### config.mk
export PLATFORM = sky130hd
export DESIGN_NAME = power_state_wake_reset_ctrl
export DESIGN_NICKNAME = d
export VERILOG_FILES = /design/src/logic/pwr_pkg.sv /design/src/logic/power_state_wake_reset_ctrl.sv /design/src/logic/reset_merge.sv
export VERILOG_INCLUDE_DIRS = /design/src /design/src/logic
export SDC_FILE = /design/constraint.sdc
export NUM_CORES = 1
export LEC_CHECK = 0
export ABC_AREA = 0
export BUFFER_PORTS_ARGS = -buffer_cell sky130_fd_sc_hd__buf_2
export CAP_MARGIN = 20
export CELL_PAD_IN_SITES_DETAIL_PLACEMENT = 1
export CELL_PAD_IN_SITES_GLOBAL_PLACEMENT = 1
export CORE_MARGIN = 2
export CORE_UTILIZATION = 42
export DETAILED_ROUTE_END_ITERATION = 10
export GPL_ROUTABILITY_DRIVEN = 0
export PLACE_DENSITY_LB_ADDON = 0.08
export SKIP_LAST_GASP = 1
export SLEW_MARGIN = 20
export SYNTH_ARGS = -nofsm -noshare
export SYNTH_HDL_FRONTEND = slang
export SYNTH_SLANG_ARGS = --single-unit
### constraint.sdc
create_clock -name I_CLK -period 4.8 [get_ports I_CLK]
set_input_delay 0.96 -clock I_CLK [delete_from_list [all_inputs] [get_ports I_CLK]]
set_output_delay 0.96 -clock I_CLK [all_outputs]
set_load 0.02 [all_outputs]
### src/logic/pwr_cfg.svh
// Purpose: timing, reset values and sync depth for the power and wake controller
// Assumes: one 200 MHz clock; 32 kHz ticks come from a divider on that clock
// Notes: Function
// Function
// - on the wait-for-interrupt instruction the core halts, sleep is entered and its clock is gated at once.
// - deep sleep ends only on an external interrupt, never on the sleep timer.
// - an external interrupt or sleep timer expiry turns the core clock back on.
// - sixteen cycles pass after the clock returns before the core resumes and takes its interrupt.
// - only the low eight pins of port a and port b may wake the chip; all others are ignored.
// - deep sleep turns off regulator, low-speed oscillator and sleep timer while retaining memory.
// - sleep turns off the regulator, keeps oscillator and timer running, and ends on timer expiry.
// - idle, active and radio keep regulator, oscillator and timer on; radio powers only in radio.
// - exactly one of the low-speed crystal and the low-speed rc oscillator is enabled; the code turns both off in deep sleep.
// - the system clock is the 32 MHz reference or an integer division of it; the code divides its one 200 MHz clock instead.
// - reset pin low, power-on, brownout or watchdog expiry each cause a system reset.
// - the sleep timer is a 32-bit counter at the 32 kHz rate in the always-on domain.
// - the power management unit switches each region's supply according to the power state.
`ifndef PWR_CFG_SVH
`define PWR_CFG_SVH
`define CLK_FREQ_HZ 200000000
`define LF_FREQ_HZ 32000
`define LF_DIV_CYCLES (`CLK_FREQ_HZ / `LF_FREQ_HZ)
`define WAKE_RESTORE_CYCLES 16
`define SYSDIV_RESET 4'h0
`define TIMER_RESET 32'h0000_0000
`define RST_SYNC_STAGES 2
`endif

### src/logic/pwr_pkg.sv
package pwr_pkg;
  typedef enum logic [2:0] {
    ST_ACTIVE = 3'b000,
    ST_IDLE = 3'b001,
    ST_RADIO = 3'b010,
    ST_SLEEP = 3'b011,
    ST_DEEP = 3'b100,
    ST_WAKE = 3'b101
  } pwr_state_t;
  typedef enum logic [1:0] {
    REQ_ACTIVE = 2'b00,
    REQ_IDLE = 2'b01,
    REQ_RADIO = 2'b10
  } run_mode_t;
endpackage

### src/logic/power_state_wake_reset_ctrl.sv
// Purpose: power-state, clock gating, sleep timer and reset merging
// Assumes: inputs synchronous to I_CLK; I_RESETN is the power-on reset
// Notes: low-speed domain is a 32 kHz enable pulse from a divider
`include "pwr_cfg.svh"
module power_state_wake_reset_ctrl
  import pwr_pkg::*;
#(
  parameter int LF_DIV = `LF_DIV_CYCLES,
  parameter int RESTORE = `WAKE_RESTORE_CYCLES,
  parameter int TW = 32
) (
  // clock and resets
  input wire logic I_CLK,
  input wire logic I_RESETN,
  input wire logic I_EXT_RESET_N,
  input wire logic I_BROWNOUT,
  input wire logic I_WDT_EXPIRE,
  // core side
  input wire logic I_WAIT_FOR_IRQ_INSTR,
  input wire logic I_DEEP_SEL,
  input wire logic [1:0] I_RUN_MODE,
  input wire logic [TW-1:0] I_SLEEP_INTERVAL,
  input wire logic I_LF_HF_CRYSTAL_OSC_SEL,
  input wire logic [3:0] I_SYSCLK_DIV,
  // wake pins
  input wire logic [7:0] I_WAKE_PORT_A,
  input wire logic [7:0] I_WAKE_PORT_B,
  input wire logic [15:0] I_WAKE_PORT_HI,
  // outputs
  output logic O_SYS_RESET_N,
  output logic O_CPU_CLK_EN,
  output logic O_CPU_RUN,
  output logic O_WAKE_IRQ,
  output logic O_DIG_REG_ON,
  output logic O_LF_HF_CRYSTAL_OSC_EN,
  output logic O_LF_RC_EN,
  output logic O_SLEEP_TMR_ON,
  output logic O_RADIO_PWR,
  output logic O_HF_CRYSTAL_OSC_EN,
  output logic O_SYSCLK_EN,
  output logic [TW-1:0] O_SLEEP_COUNT,
  output logic [2:0] O_PWR_STATE
);
  logic src_n;
  logic rst_n;
  // watchdog, brownout, pin and power-on all reset the system
  assign src_n = I_RESETN & I_EXT_RESET_N & ~I_BROWNOUT & ~I_WDT_EXPIRE;
  reset_merge #(.STAGES(`RST_SYNC_STAGES)) u_rst (
    .clk(I_CLK),
    .src_n(src_n),
    .rst_n(rst_n)
  );
  // last stage of the release chain; any source pulls it low at once
  always_ff @(posedge I_CLK or negedge rst_n) begin
    if (!rst_n) begin
      O_SYS_RESET_N <= 1'b0;
    end else begin
      O_SYS_RESET_N <= 1'b1;
    end
  end

  pwr_state_t state_q;
  logic [15:0] lf_cnt_q;
  logic lf_tick_q;
  logic [TW-1:0] tmr_q;
  logic [15:0] pins_q;
  logic pin_wake;
  logic tmr_done;
  logic [4:0] restore_q;
  logic [3:0] div_cnt_q;
  logic lf_on;

  assign lf_on = (state_q != ST_DEEP);
  // low-speed enable pulse; stopped in deep sleep with the oscillator
  always_ff @(posedge I_CLK or negedge rst_n) begin
    if (!rst_n) begin
      lf_cnt_q <= 16'h0000;
      lf_tick_q <= 1'b0;
    end else if (!lf_on) begin
      lf_cnt_q <= 16'h0000;
      lf_tick_q <= 1'b0;
    end else if (lf_cnt_q == 16'(LF_DIV - 1)) begin
      lf_cnt_q <= 16'h0000;
      lf_tick_q <= 1'b1;
    end else begin
      lf_cnt_q <= lf_cnt_q + 16'h0001;
      lf_tick_q <= 1'b0;
    end
  end

  // sleep timer counts at the 32 kHz rate only in sleep
  always_ff @(posedge I_CLK or negedge rst_n) begin
    if (!rst_n) begin
      tmr_q <= `TIMER_RESET;
    end else if (state_q != ST_SLEEP) begin
      tmr_q <= `TIMER_RESET;
    end else if (lf_tick_q && !tmr_done) begin
      tmr_q <= tmr_q + 32'(1);
    end
  end
  assign tmr_done = (tmr_q >= I_SLEEP_INTERVAL);

  // pin sampling on the always-on path, independent of the gated core clock
  always_ff @(posedge I_CLK or negedge rst_n) begin
    if (!rst_n) begin
      pins_q <= 16'h0000;
    end else begin
      pins_q <= {I_WAKE_PORT_B, I_WAKE_PORT_A};
    end
  end
  // upper port bits are deliberately not part of the wake term
  assign pin_wake = |pins_q;

  always_ff @(posedge I_CLK or negedge rst_n) begin
    if (!rst_n) begin
      state_q <= ST_ACTIVE;
      restore_q <= 5'h00;
    end else begin
      case (state_q)
        ST_ACTIVE, ST_IDLE, ST_RADIO: begin
          if (I_WAIT_FOR_IRQ_INSTR) begin
            state_q <= I_DEEP_SEL ? ST_DEEP : ST_SLEEP;
          end else begin
            case (run_mode_t'(I_RUN_MODE))
              REQ_IDLE: state_q <= ST_IDLE;
              REQ_RADIO: state_q <= ST_RADIO;
              default: state_q <= ST_ACTIVE;
            endcase
          end
        end
        ST_SLEEP: begin
          if (pin_wake || tmr_done) begin
            state_q <= ST_WAKE;
            restore_q <= 5'h00;
          end
        end
        ST_DEEP: begin
          if (pin_wake) begin
            state_q <= ST_WAKE;
            restore_q <= 5'h00;
          end
        end
        ST_WAKE: begin
          if (restore_q == 5'(RESTORE - 1)) begin
            state_q <= ST_ACTIVE;
          end else begin
            restore_q <= restore_q + 5'h01;
          end
        end
        default: state_q <= ST_ACTIVE;
      endcase
    end
  end

  // system clock divider enable: I_CLK divided by I_SYSCLK_DIV+1
  always_ff @(posedge I_CLK or negedge rst_n) begin
    if (!rst_n) begin
      div_cnt_q <= `SYSDIV_RESET;
      O_SYSCLK_EN <= 1'b0;
    end else if (div_cnt_q >= I_SYSCLK_DIV) begin
      div_cnt_q <= 4'h0;
      O_SYSCLK_EN <= 1'b1;
    end else begin
      div_cnt_q <= div_cnt_q + 4'h1;
      O_SYSCLK_EN <= 1'b0;
    end
  end

  // outputs registered from next state for same-cycle gating
  pwr_state_t nxt;
  always_comb begin
    nxt = state_q;
    if ((state_q == ST_ACTIVE || state_q == ST_IDLE || state_q == ST_RADIO)
        && I_WAIT_FOR_IRQ_INSTR) begin
      nxt = I_DEEP_SEL ? ST_DEEP : ST_SLEEP;
    end
  end
  always_ff @(posedge I_CLK or negedge rst_n) begin
    if (!rst_n) begin
      O_CPU_CLK_EN <= 1'b1;
      O_CPU_RUN <= 1'b1;
      O_WAKE_IRQ <= 1'b0;
      O_DIG_REG_ON <= 1'b1;
      O_LF_HF_CRYSTAL_OSC_EN <= 1'b0;
      O_LF_RC_EN <= 1'b1;
      O_SLEEP_TMR_ON <= 1'b1;
      O_RADIO_PWR <= 1'b0;
      O_HF_CRYSTAL_OSC_EN <= 1'b1;
      O_SLEEP_COUNT <= `TIMER_RESET;
      O_PWR_STATE <= 3'b000;
    end else begin
      O_CPU_CLK_EN <= (nxt != ST_SLEEP) && (nxt != ST_DEEP);
      O_CPU_RUN <= (nxt == ST_ACTIVE) || (nxt == ST_RADIO);
      // notice lines up with the state output turning active and the core running
      O_WAKE_IRQ <= (O_PWR_STATE == ST_WAKE) && (state_q == ST_ACTIVE);
      O_DIG_REG_ON <= (nxt != ST_SLEEP) && (nxt != ST_DEEP);
      O_LF_HF_CRYSTAL_OSC_EN <= (nxt != ST_DEEP) && I_LF_HF_CRYSTAL_OSC_SEL;
      O_LF_RC_EN <= (nxt != ST_DEEP) && !I_LF_HF_CRYSTAL_OSC_SEL;
      O_SLEEP_TMR_ON <= (nxt != ST_DEEP);
      O_RADIO_PWR <= (nxt == ST_RADIO);
      O_HF_CRYSTAL_OSC_EN <= (nxt != ST_SLEEP) && (nxt != ST_DEEP);
      O_SLEEP_COUNT <= tmr_q;
      O_PWR_STATE <= nxt;
    end
  end

  property p_deep_no_timer;
    @(posedge I_CLK) disable iff (!rst_n)
      (state_q == ST_DEEP && !pin_wake) |=> (state_q == ST_DEEP);
  endproperty
  a_deep_no_timer: assert property (p_deep_no_timer) else $error("deep sleep left");

  property p_gate;
    @(posedge I_CLK) disable iff (!rst_n)
      (state_q == ST_ACTIVE && I_WAIT_FOR_IRQ_INSTR) |=> !O_CPU_CLK_EN;
  endproperty
  a_gate: assert property (p_gate) else $error("clock not gated");

  property p_restore;
    @(posedge I_CLK) disable iff (!rst_n)
      ((state_q == ST_SLEEP && (pin_wake || tmr_done)) || (state_q == ST_DEEP && pin_wake))
      |=> (state_q == ST_WAKE)[*8] ##1 (state_q == ST_WAKE)[*8] ##1 (state_q == ST_ACTIVE);
  endproperty
  a_restore: assert property (p_restore) else $error("restore length wrong");

  property p_wake_clk;
    @(posedge I_CLK) disable iff (!rst_n)
      (state_q == ST_DEEP && pin_wake) |=> ##1 O_CPU_CLK_EN && !O_CPU_RUN;
  endproperty
  a_wake_clk: assert property (p_wake_clk) else $error("clock not restored");

  property p_one_lf;
    @(posedge I_CLK) disable iff (!rst_n)
      !(O_LF_HF_CRYSTAL_OSC_EN && O_LF_RC_EN);
  endproperty
  a_one_lf: assert property (p_one_lf) else $error("both low-speed sources on");

  property p_deep_off;
    @(posedge I_CLK) disable iff (!rst_n)
      (O_PWR_STATE == 3'b100) |-> !O_DIG_REG_ON && !O_SLEEP_TMR_ON && !O_LF_RC_EN;
  endproperty
  a_deep_off: assert property (p_deep_off) else $error("deep sleep power wrong");

  property p_sleep_pwr;
    @(posedge I_CLK) disable iff (!rst_n)
      (O_PWR_STATE == 3'b011) |-> !O_DIG_REG_ON && O_SLEEP_TMR_ON;
  endproperty
  a_sleep_pwr: assert property (p_sleep_pwr) else $error("sleep power wrong");

  property p_radio;
    @(posedge I_CLK) disable iff (!rst_n)
      O_RADIO_PWR |-> O_DIG_REG_ON && O_SLEEP_TMR_ON && O_PWR_STATE == 3'b010;
  endproperty
  a_radio: assert property (p_radio) else $error("radio power wrong");

  property p_wdt_rst;
    @(posedge I_CLK) disable iff (!I_RESETN)
      I_WDT_EXPIRE |=> ##1 !O_SYS_RESET_N;
  endproperty
  a_wdt_rst: assert property (p_wdt_rst) else $error("watchdog reset missing");
endmodule

### src/logic/reset_merge.sv
// Purpose: merge reset sources into one system reset
// Assumes: all source inputs are active low
// Notes: release after all sources clear, synchronised to the clock
`include "pwr_cfg.svh"
module reset_merge #(
  parameter int STAGES = `RST_SYNC_STAGES
) (
  input wire logic clk,
  input wire logic src_n,
  output logic rst_n
);
  logic [STAGES-1:0] sync_q;
  // any source clears the chain at once, release walks through the chain
  always_ff @(posedge clk or negedge src_n) begin
    if (!src_n) begin
      sync_q <= '0;
    end else begin
      sync_q <= {sync_q[STAGES-2:0], 1'b1};
    end
  end
  assign rst_n = sync_q[STAGES-1];
endmodule

## After elaboration in Yosys (flattened, before gate mapping)

Cells that the tools add are included.

- Shift operators: 0
- Multipliers: 0
- Reduce and logical (&&, ||, !) cells: 20
- Equal/unequal tests: 19
- Add/subtract/negate cells: 4
- Muxes and demuxes: 20
- Bitwise operators: 5
- Order comparisons: 2
- Divide/modulo/power cells: 0

Operators with widths:

| operator | number |
|---|---|
| $mux 32 | 2 |
| $add 32x1->32 const B | 1 |
| $ge 32x32->1 | 1 |
| $mux 16 | 2 |
| $mux 3 | 6 |
| $add 16x1->16 const B | 1 |
| $eq 16x13->1 const B | 1 |
| $reduce_or 16->1 | 1 |
| $mux 5 | 3 |
| $pmux 5 s3 | 1 |
| $pmux 3 s4 | 1 |
| $eq 3x2->1 const B | 3 |
| $eq 3x3->1 const B | 3 |
| $ne 2x2->1 const B | 4 |
| $logic_and 1x1->1 | 6 |
| $logic_not 3->1 | 2 |
| $ne 3x2->1 const B | 2 |
| $ne 3x3->1 const B | 2 |
| $add 5x1->5 const B | 1 |
| $eq 5x4->1 const B | 1 |
| $add 4x1->4 const B | 1 |
| $ge 4x4->1 | 1 |
| $logic_or 1x1->1 | 4 |
| $mux 4 | 1 |
| 13 further kinds | 19 |

- ROM bits: 0
- Output and inout port bits: 46
- Memories kept: 0
- Register bits after elaboration: 123
- Bits in latches: 0
- RAM bits: 0
- Word-level logic and storage cells: 89

## Logic depth before layout (Yosys ltp)

- Word-level depth: 7
- Mapped depth: 11
- Gate-level depth less buffers: 9

## By module

From an unflattened synthesis, not the netlist that was laid out.

- Cell total of the unflattened synthesis: 544
- Area, all modules: 5736.8 sq um

By module, submodules not included:

| module | times used | cells an instance | seq. area each (sq um) | area an instance (sq um) |
|---|---|---|---|---|
| power_state_wake_reset_ctrl | 1 | 541 | 3032.9 | 5683.0 |
| reset_merge | 1 | 3 | 50.0 | 53.8 |

## Worst setup path after synthesis

No wires, ideal clock.

- Path type: in2reg
- From: in I_SLEEP_INTERVAL[0]
- To: reg tmr_q[24]
- Setup time: 0.120 ns
- Slack: 1.785 ns
- Data arrival time: 2.894 ns
- Stages: 9
- Cells stage by stage: ha_1 > nand2b_1 > a2111o_1 > a32oi_1 > a31oi_1 > nor3_2 > buf_4 > a31oi_1 > a41o_1

- Word-level cells in the longest chain between the ends: 4

RTL lines:

| item | RTL line | RTL |
|---|---|---|
| from (decl) | power_state_wake_reset_ctrl.sv:22 | `input wire logic [TW-1:0] I_SLEEP_INTERVAL,` |
| $ge 32x32->1 | power_state_wake_reset_ctrl.sv:101 | `assign tmr_done = (tmr_q >= I_SLEEP_INTERVAL);` |
| $logic_not 1->1 | power_state_wake_reset_ctrl.sv:97 | `end else if (lf_tick_q && !tmr_done) begin` |
| $logic_and 1x1->1 | power_state_wake_reset_ctrl.sv:97 |  |
| $reduce_bool 2->1 (no line) | n/a |  |
| to (signal assigned) | power_state_wake_reset_ctrl.sv:94 | `` tmr_q <= `TIMER_RESET; `` |
| to (signal assigned) | power_state_wake_reset_ctrl.sv:96 | `` tmr_q <= `TIMER_RESET; `` |
| to (signal assigned) | power_state_wake_reset_ctrl.sv:98 | `tmr_q <= tmr_q + 32'(1);` |
| to (decl) | power_state_wake_reset_ctrl.sv:65 | `logic [TW-1:0] tmr_q;` |

No other way between the ends.
A chain may end at the register's enable or synchronous reset.

## Worst setup path after layout

- From: in I_SLEEP_INTERVAL[29]
- To: reg restore_q[1]

- Word-level cells in the longest chain between the ends: 4

RTL lines:

| item | RTL line | RTL |
|---|---|---|
| $ge 32x32->1 | power_state_wake_reset_ctrl.sv:101 |  |
| $logic_or 1x1->1 | power_state_wake_reset_ctrl.sv:132 | `if (pin_wake \|\| tmr_done) begin` |
| $ne 2x2->1 (no line) | n/a |  |
| $reduce_and 4->1 (no line) | n/a |  |
| to (signal assigned) | power_state_wake_reset_ctrl.sv:147 | `restore_q <= restore_q + 5'h01;` |
| to (decl) | power_state_wake_reset_ctrl.sv:69 | `logic [4:0] restore_q;` |

No other way between the ends.

==> impl_metrics.toml <==
[outcome]
status = "complete, no violations"

[die]
num_rows = 42
fp.dieH_um = 122
io_pins = 124
die-area_um2 = 14800
die_x_um = 122
start_util_pct = 43.4
coreArea_um2 = 13400

[routing]
finalWirelength_mm = 14.0
ant_nets = 0
vias = 4517
wire_per_inst_um = 16.3
first_pass_iters = 4
first_iter_violations = 217
drc = 0
viasPerCell = 5.25

[synth]
ys_seq_elements = 123
synthAdderAreaFrac_pct = 9.04
postSynthCellCount = 552
syn_avg_cell_area_um2 = 10.5
ys_top_cells_by_area = "dfrtp_1 (51%), ha_1 (9.0%), nor2_1 (4.2%), xnor2_1 (3.9%), inv_1 (3.1%)"
synthMuxAreaShare_pct = 1.42
synthSimpleGateAreaFrac_pct = 19.9
synth_commonest_cells = "dfrtp_1 (119), nor2_1 (65), inv_1 (48)"
ys_warn_count = 0
synth_top_family_by_area = "simple AND/OR/NAND/NOR gates"
synth_xor_area_share_pct = 5.27
synth_edf_count = 0
ys_seq_area_share_pct = 53.0
synthDominantCellAreaShare_pct = 51.2
synth_compound_area_share_pct = 6.84
async_reset_ff_share_pct = 100
synth_largest_area_cell = "dfrtp_1"
ys.flop_type = "dfrtp_1"
synth_most_common_cell = "dfrtp_1"
netlist_area_um2 = 5810
yosysUniqueCellTypes = 55

[setup_path]
cp-start-kind = "primary input"
worst-setup-path-type = "primary input to register"
critPathRequiredTime_ns = 5.10
cp_top_family = "compound AO/OA/AOI/OAI gates"
critPathBufInv = 3
crit_slowest_cell = "a31oi_2"
cp_slowest_stage_delay_ns = 0.68
end_kind = "register"
arrival_ns = 3.84
crit_fanout = 12
crit_chain = "buf_2 -> inv_1 -> ha_1 -> nand4_1 -> nor3_1 -> o21ai_0 -> a31oi_2 -> buf_4 -> o31ai_2 -> nand2_1 -> mux2_2"

[clocking]
cts_buffer_depth = 2
clock_latency_ns = 0.42
cts-root-buf = "clkbuf_16"
htree_levels = 4
ctsResizeCount = 0
numCtsBuffers = 17
cts-hold-fix-buffers = 0
cts_tree = "done"
clkTransAtPathRegs_ns = 0.05
post_cts_buffers = 0
clkSinkCount = 123

[global_routing]
grt_pass1_wl_mm = 23.7
grt_max_degree = 75
grtUsageTotal_pct = 20.7
grt_pass1_vias = 4776
antenna_found_initial = 0
grt_overflow_total = 0

[sta]
slew_headroom_pct = 37.0
period_share_pct = 73.7
finalHoldViolations = 0
max_freq_ghz = 0.283
period_needed_ns = 3.54
rsz0062_at_grt = "false"
worst_pin_slew_ns = 0.945
setup_viol = 0
skew_ns = 0.00424
drv_slew = 0
setup_tns_ns = 0

[flow_run]
maxCapViolations = 0

[min_path]
hp-class = "register to register"

[pwr]
ir_worst_vdd_mv = 0.243
p_per_area_nw_per_um2 = 415
leakagePower_uw = 0.00367

[final_layout]
num-nets-final = 792
utilization_pct = 53.3
fillers = 1501
n_antenna_cell = 0
drive_above_1_share_pct = 23.9
area_growth_syn_to_layout_pct = 22.9

[placed_design]
port_buffers = 107
dp_hpwl_mm = 9.94
-- power breakdown --
| part | internal [uW] | total (uW) | switching (uW) |
|---|---|---|---|
| sequential | 1140 | 1240 | 103 |
| clock | 804 | 1270 | 462 |
| combinational | 177 | 457 | 280 |
| total | 2120 | 2960 | 845 |
-- per-layer routing --
layer  vias to the layer above  global-route usage [%]  wire (um)
met5                         -                       0          0
met1                      2234                    27.6       6410
met2                       110                    33.4       6700
li1                       2151                       -          -
met4                         0                    7.26        234
met3                        22                    4.49        678
-- worst paths after layout --
path	slack, ns	startpoint	endpoint	cells after the start
setup / recovery	1.26	I_SLEEP_INTERVAL[29]	restore_q[1]$_DFFE_PN0P_	11
hold / removal	0.35	u_rst.sync_q[0]$_DFF_PN0_	u_rst.sync_q[1]$_DFF_PN0_	0
setup reg to reg	1.42	tmr_q[28]$_DFFE_PN0P_	restore_q[1]$_DFFE_PN0P_	9
hold reg to reg	0.35	u_rst.sync_q[0]$_DFF_PN0_	u_rst.sync_q[1]$_DFF_PN0_	0
max in group asynchronous	3.16	u_rst.sync_q[1]$_DFF_PN0_	div_cnt_q[1]$_DFF_PN0_	1
min in group asynchronous	0.48	u_rst.sync_q[1]$_DFF_PN0_	lf_cnt_q[4]$_DFF_PN0_	0
-- registers in the layout, indices dropped and copies added (netlist names) --
name	cells
O_CPU_RUN	1
O_HF_CRYSTAL_OSC_EN	1
O_LF_HF_CRYSTAL_OSC_EN	1
O_LF_RC_EN	1
O_PWR_STATE	3
O_RADIO_PWR	1
O_SLEEP_COUNT	32
O_SLEEP_TMR_ON	1
O_SYSCLK_EN	1
O_SYS_RESET_N	1
O_WAKE_IRQ	1
div_cnt_q	4
lf_cnt_q	16
lf_tick_q	1
pins_q	16
restore_q	5
state_q	3
tmr_q	32
u_rst.sync_q	2
-- layout make-up --
cell class	instances	area (um2)	share of cell area (%)
Clock buffer	22	474	6.64
Clock inverter	10	115	1.61
Inverter	48	180	2.52
Tap cell	176	220	3.08
Sequential cell	123	3090	43.2
Multi-Input combinational cell	369	2490	34.8
Timing Repair Buffer	113	581	8.12
-- stage by stage --
stage / hold WS (ns) / cells / cell area, um2 / setup slack [ns] / total power [uW]
after global routing: 0.377 / 861 / 7150 / 1.02 / 3120
after CTS: 0.360 / 861 / 7150 / 1.27 / 3000
after detailed placement: 0.336 / 829 / 6560 / 0.834 / 1720
final: 0.353 / 861 / 7150 / 1.26 / 2960
after floorplan: 0.331 / 553 / 5820 / 1.13 / 1570
after global placement: 0.340 / 829 / 6560 / 0.861 / 1700
-- cells by family (layout without fill, tap and decap cells) --
logic type	Yosys count	in the layout
xor+xnor	35	35
buf+inv	61	193
simple gates	221	221
fa+ha+maj	42	42
compound gates	61	61
flops	123	123
mux	8	8
other cells	1	2
-- cell usage in the layout, fill, tap and decap left out, types with 3 or more instances in the layout --
cell,instances
a21o_1,3
a21oi_1,19
a31oi_1,6
a41o_1,4
and3_1,11
and4_1,4
buf_2,107
buf_4,6
clkbuf_16,17
clkbuf_8,3
clkinv_2,3
clkinvlp_4,3
dfrtp_1,118
dfstp_2,4
ha_1,42
inv_1,48
mux2i_1,6
nand2_1,44
nand2b_1,4
nand3_1,18
nand4_1,17
nor2_1,65
nor2b_1,6
nor3_1,19
nor3b_1,3
nor4_1,12
o21ai_0,12
or3_1,4
xnor2_1,26
xor2_1,9
(Power assumes the default switching activity.)
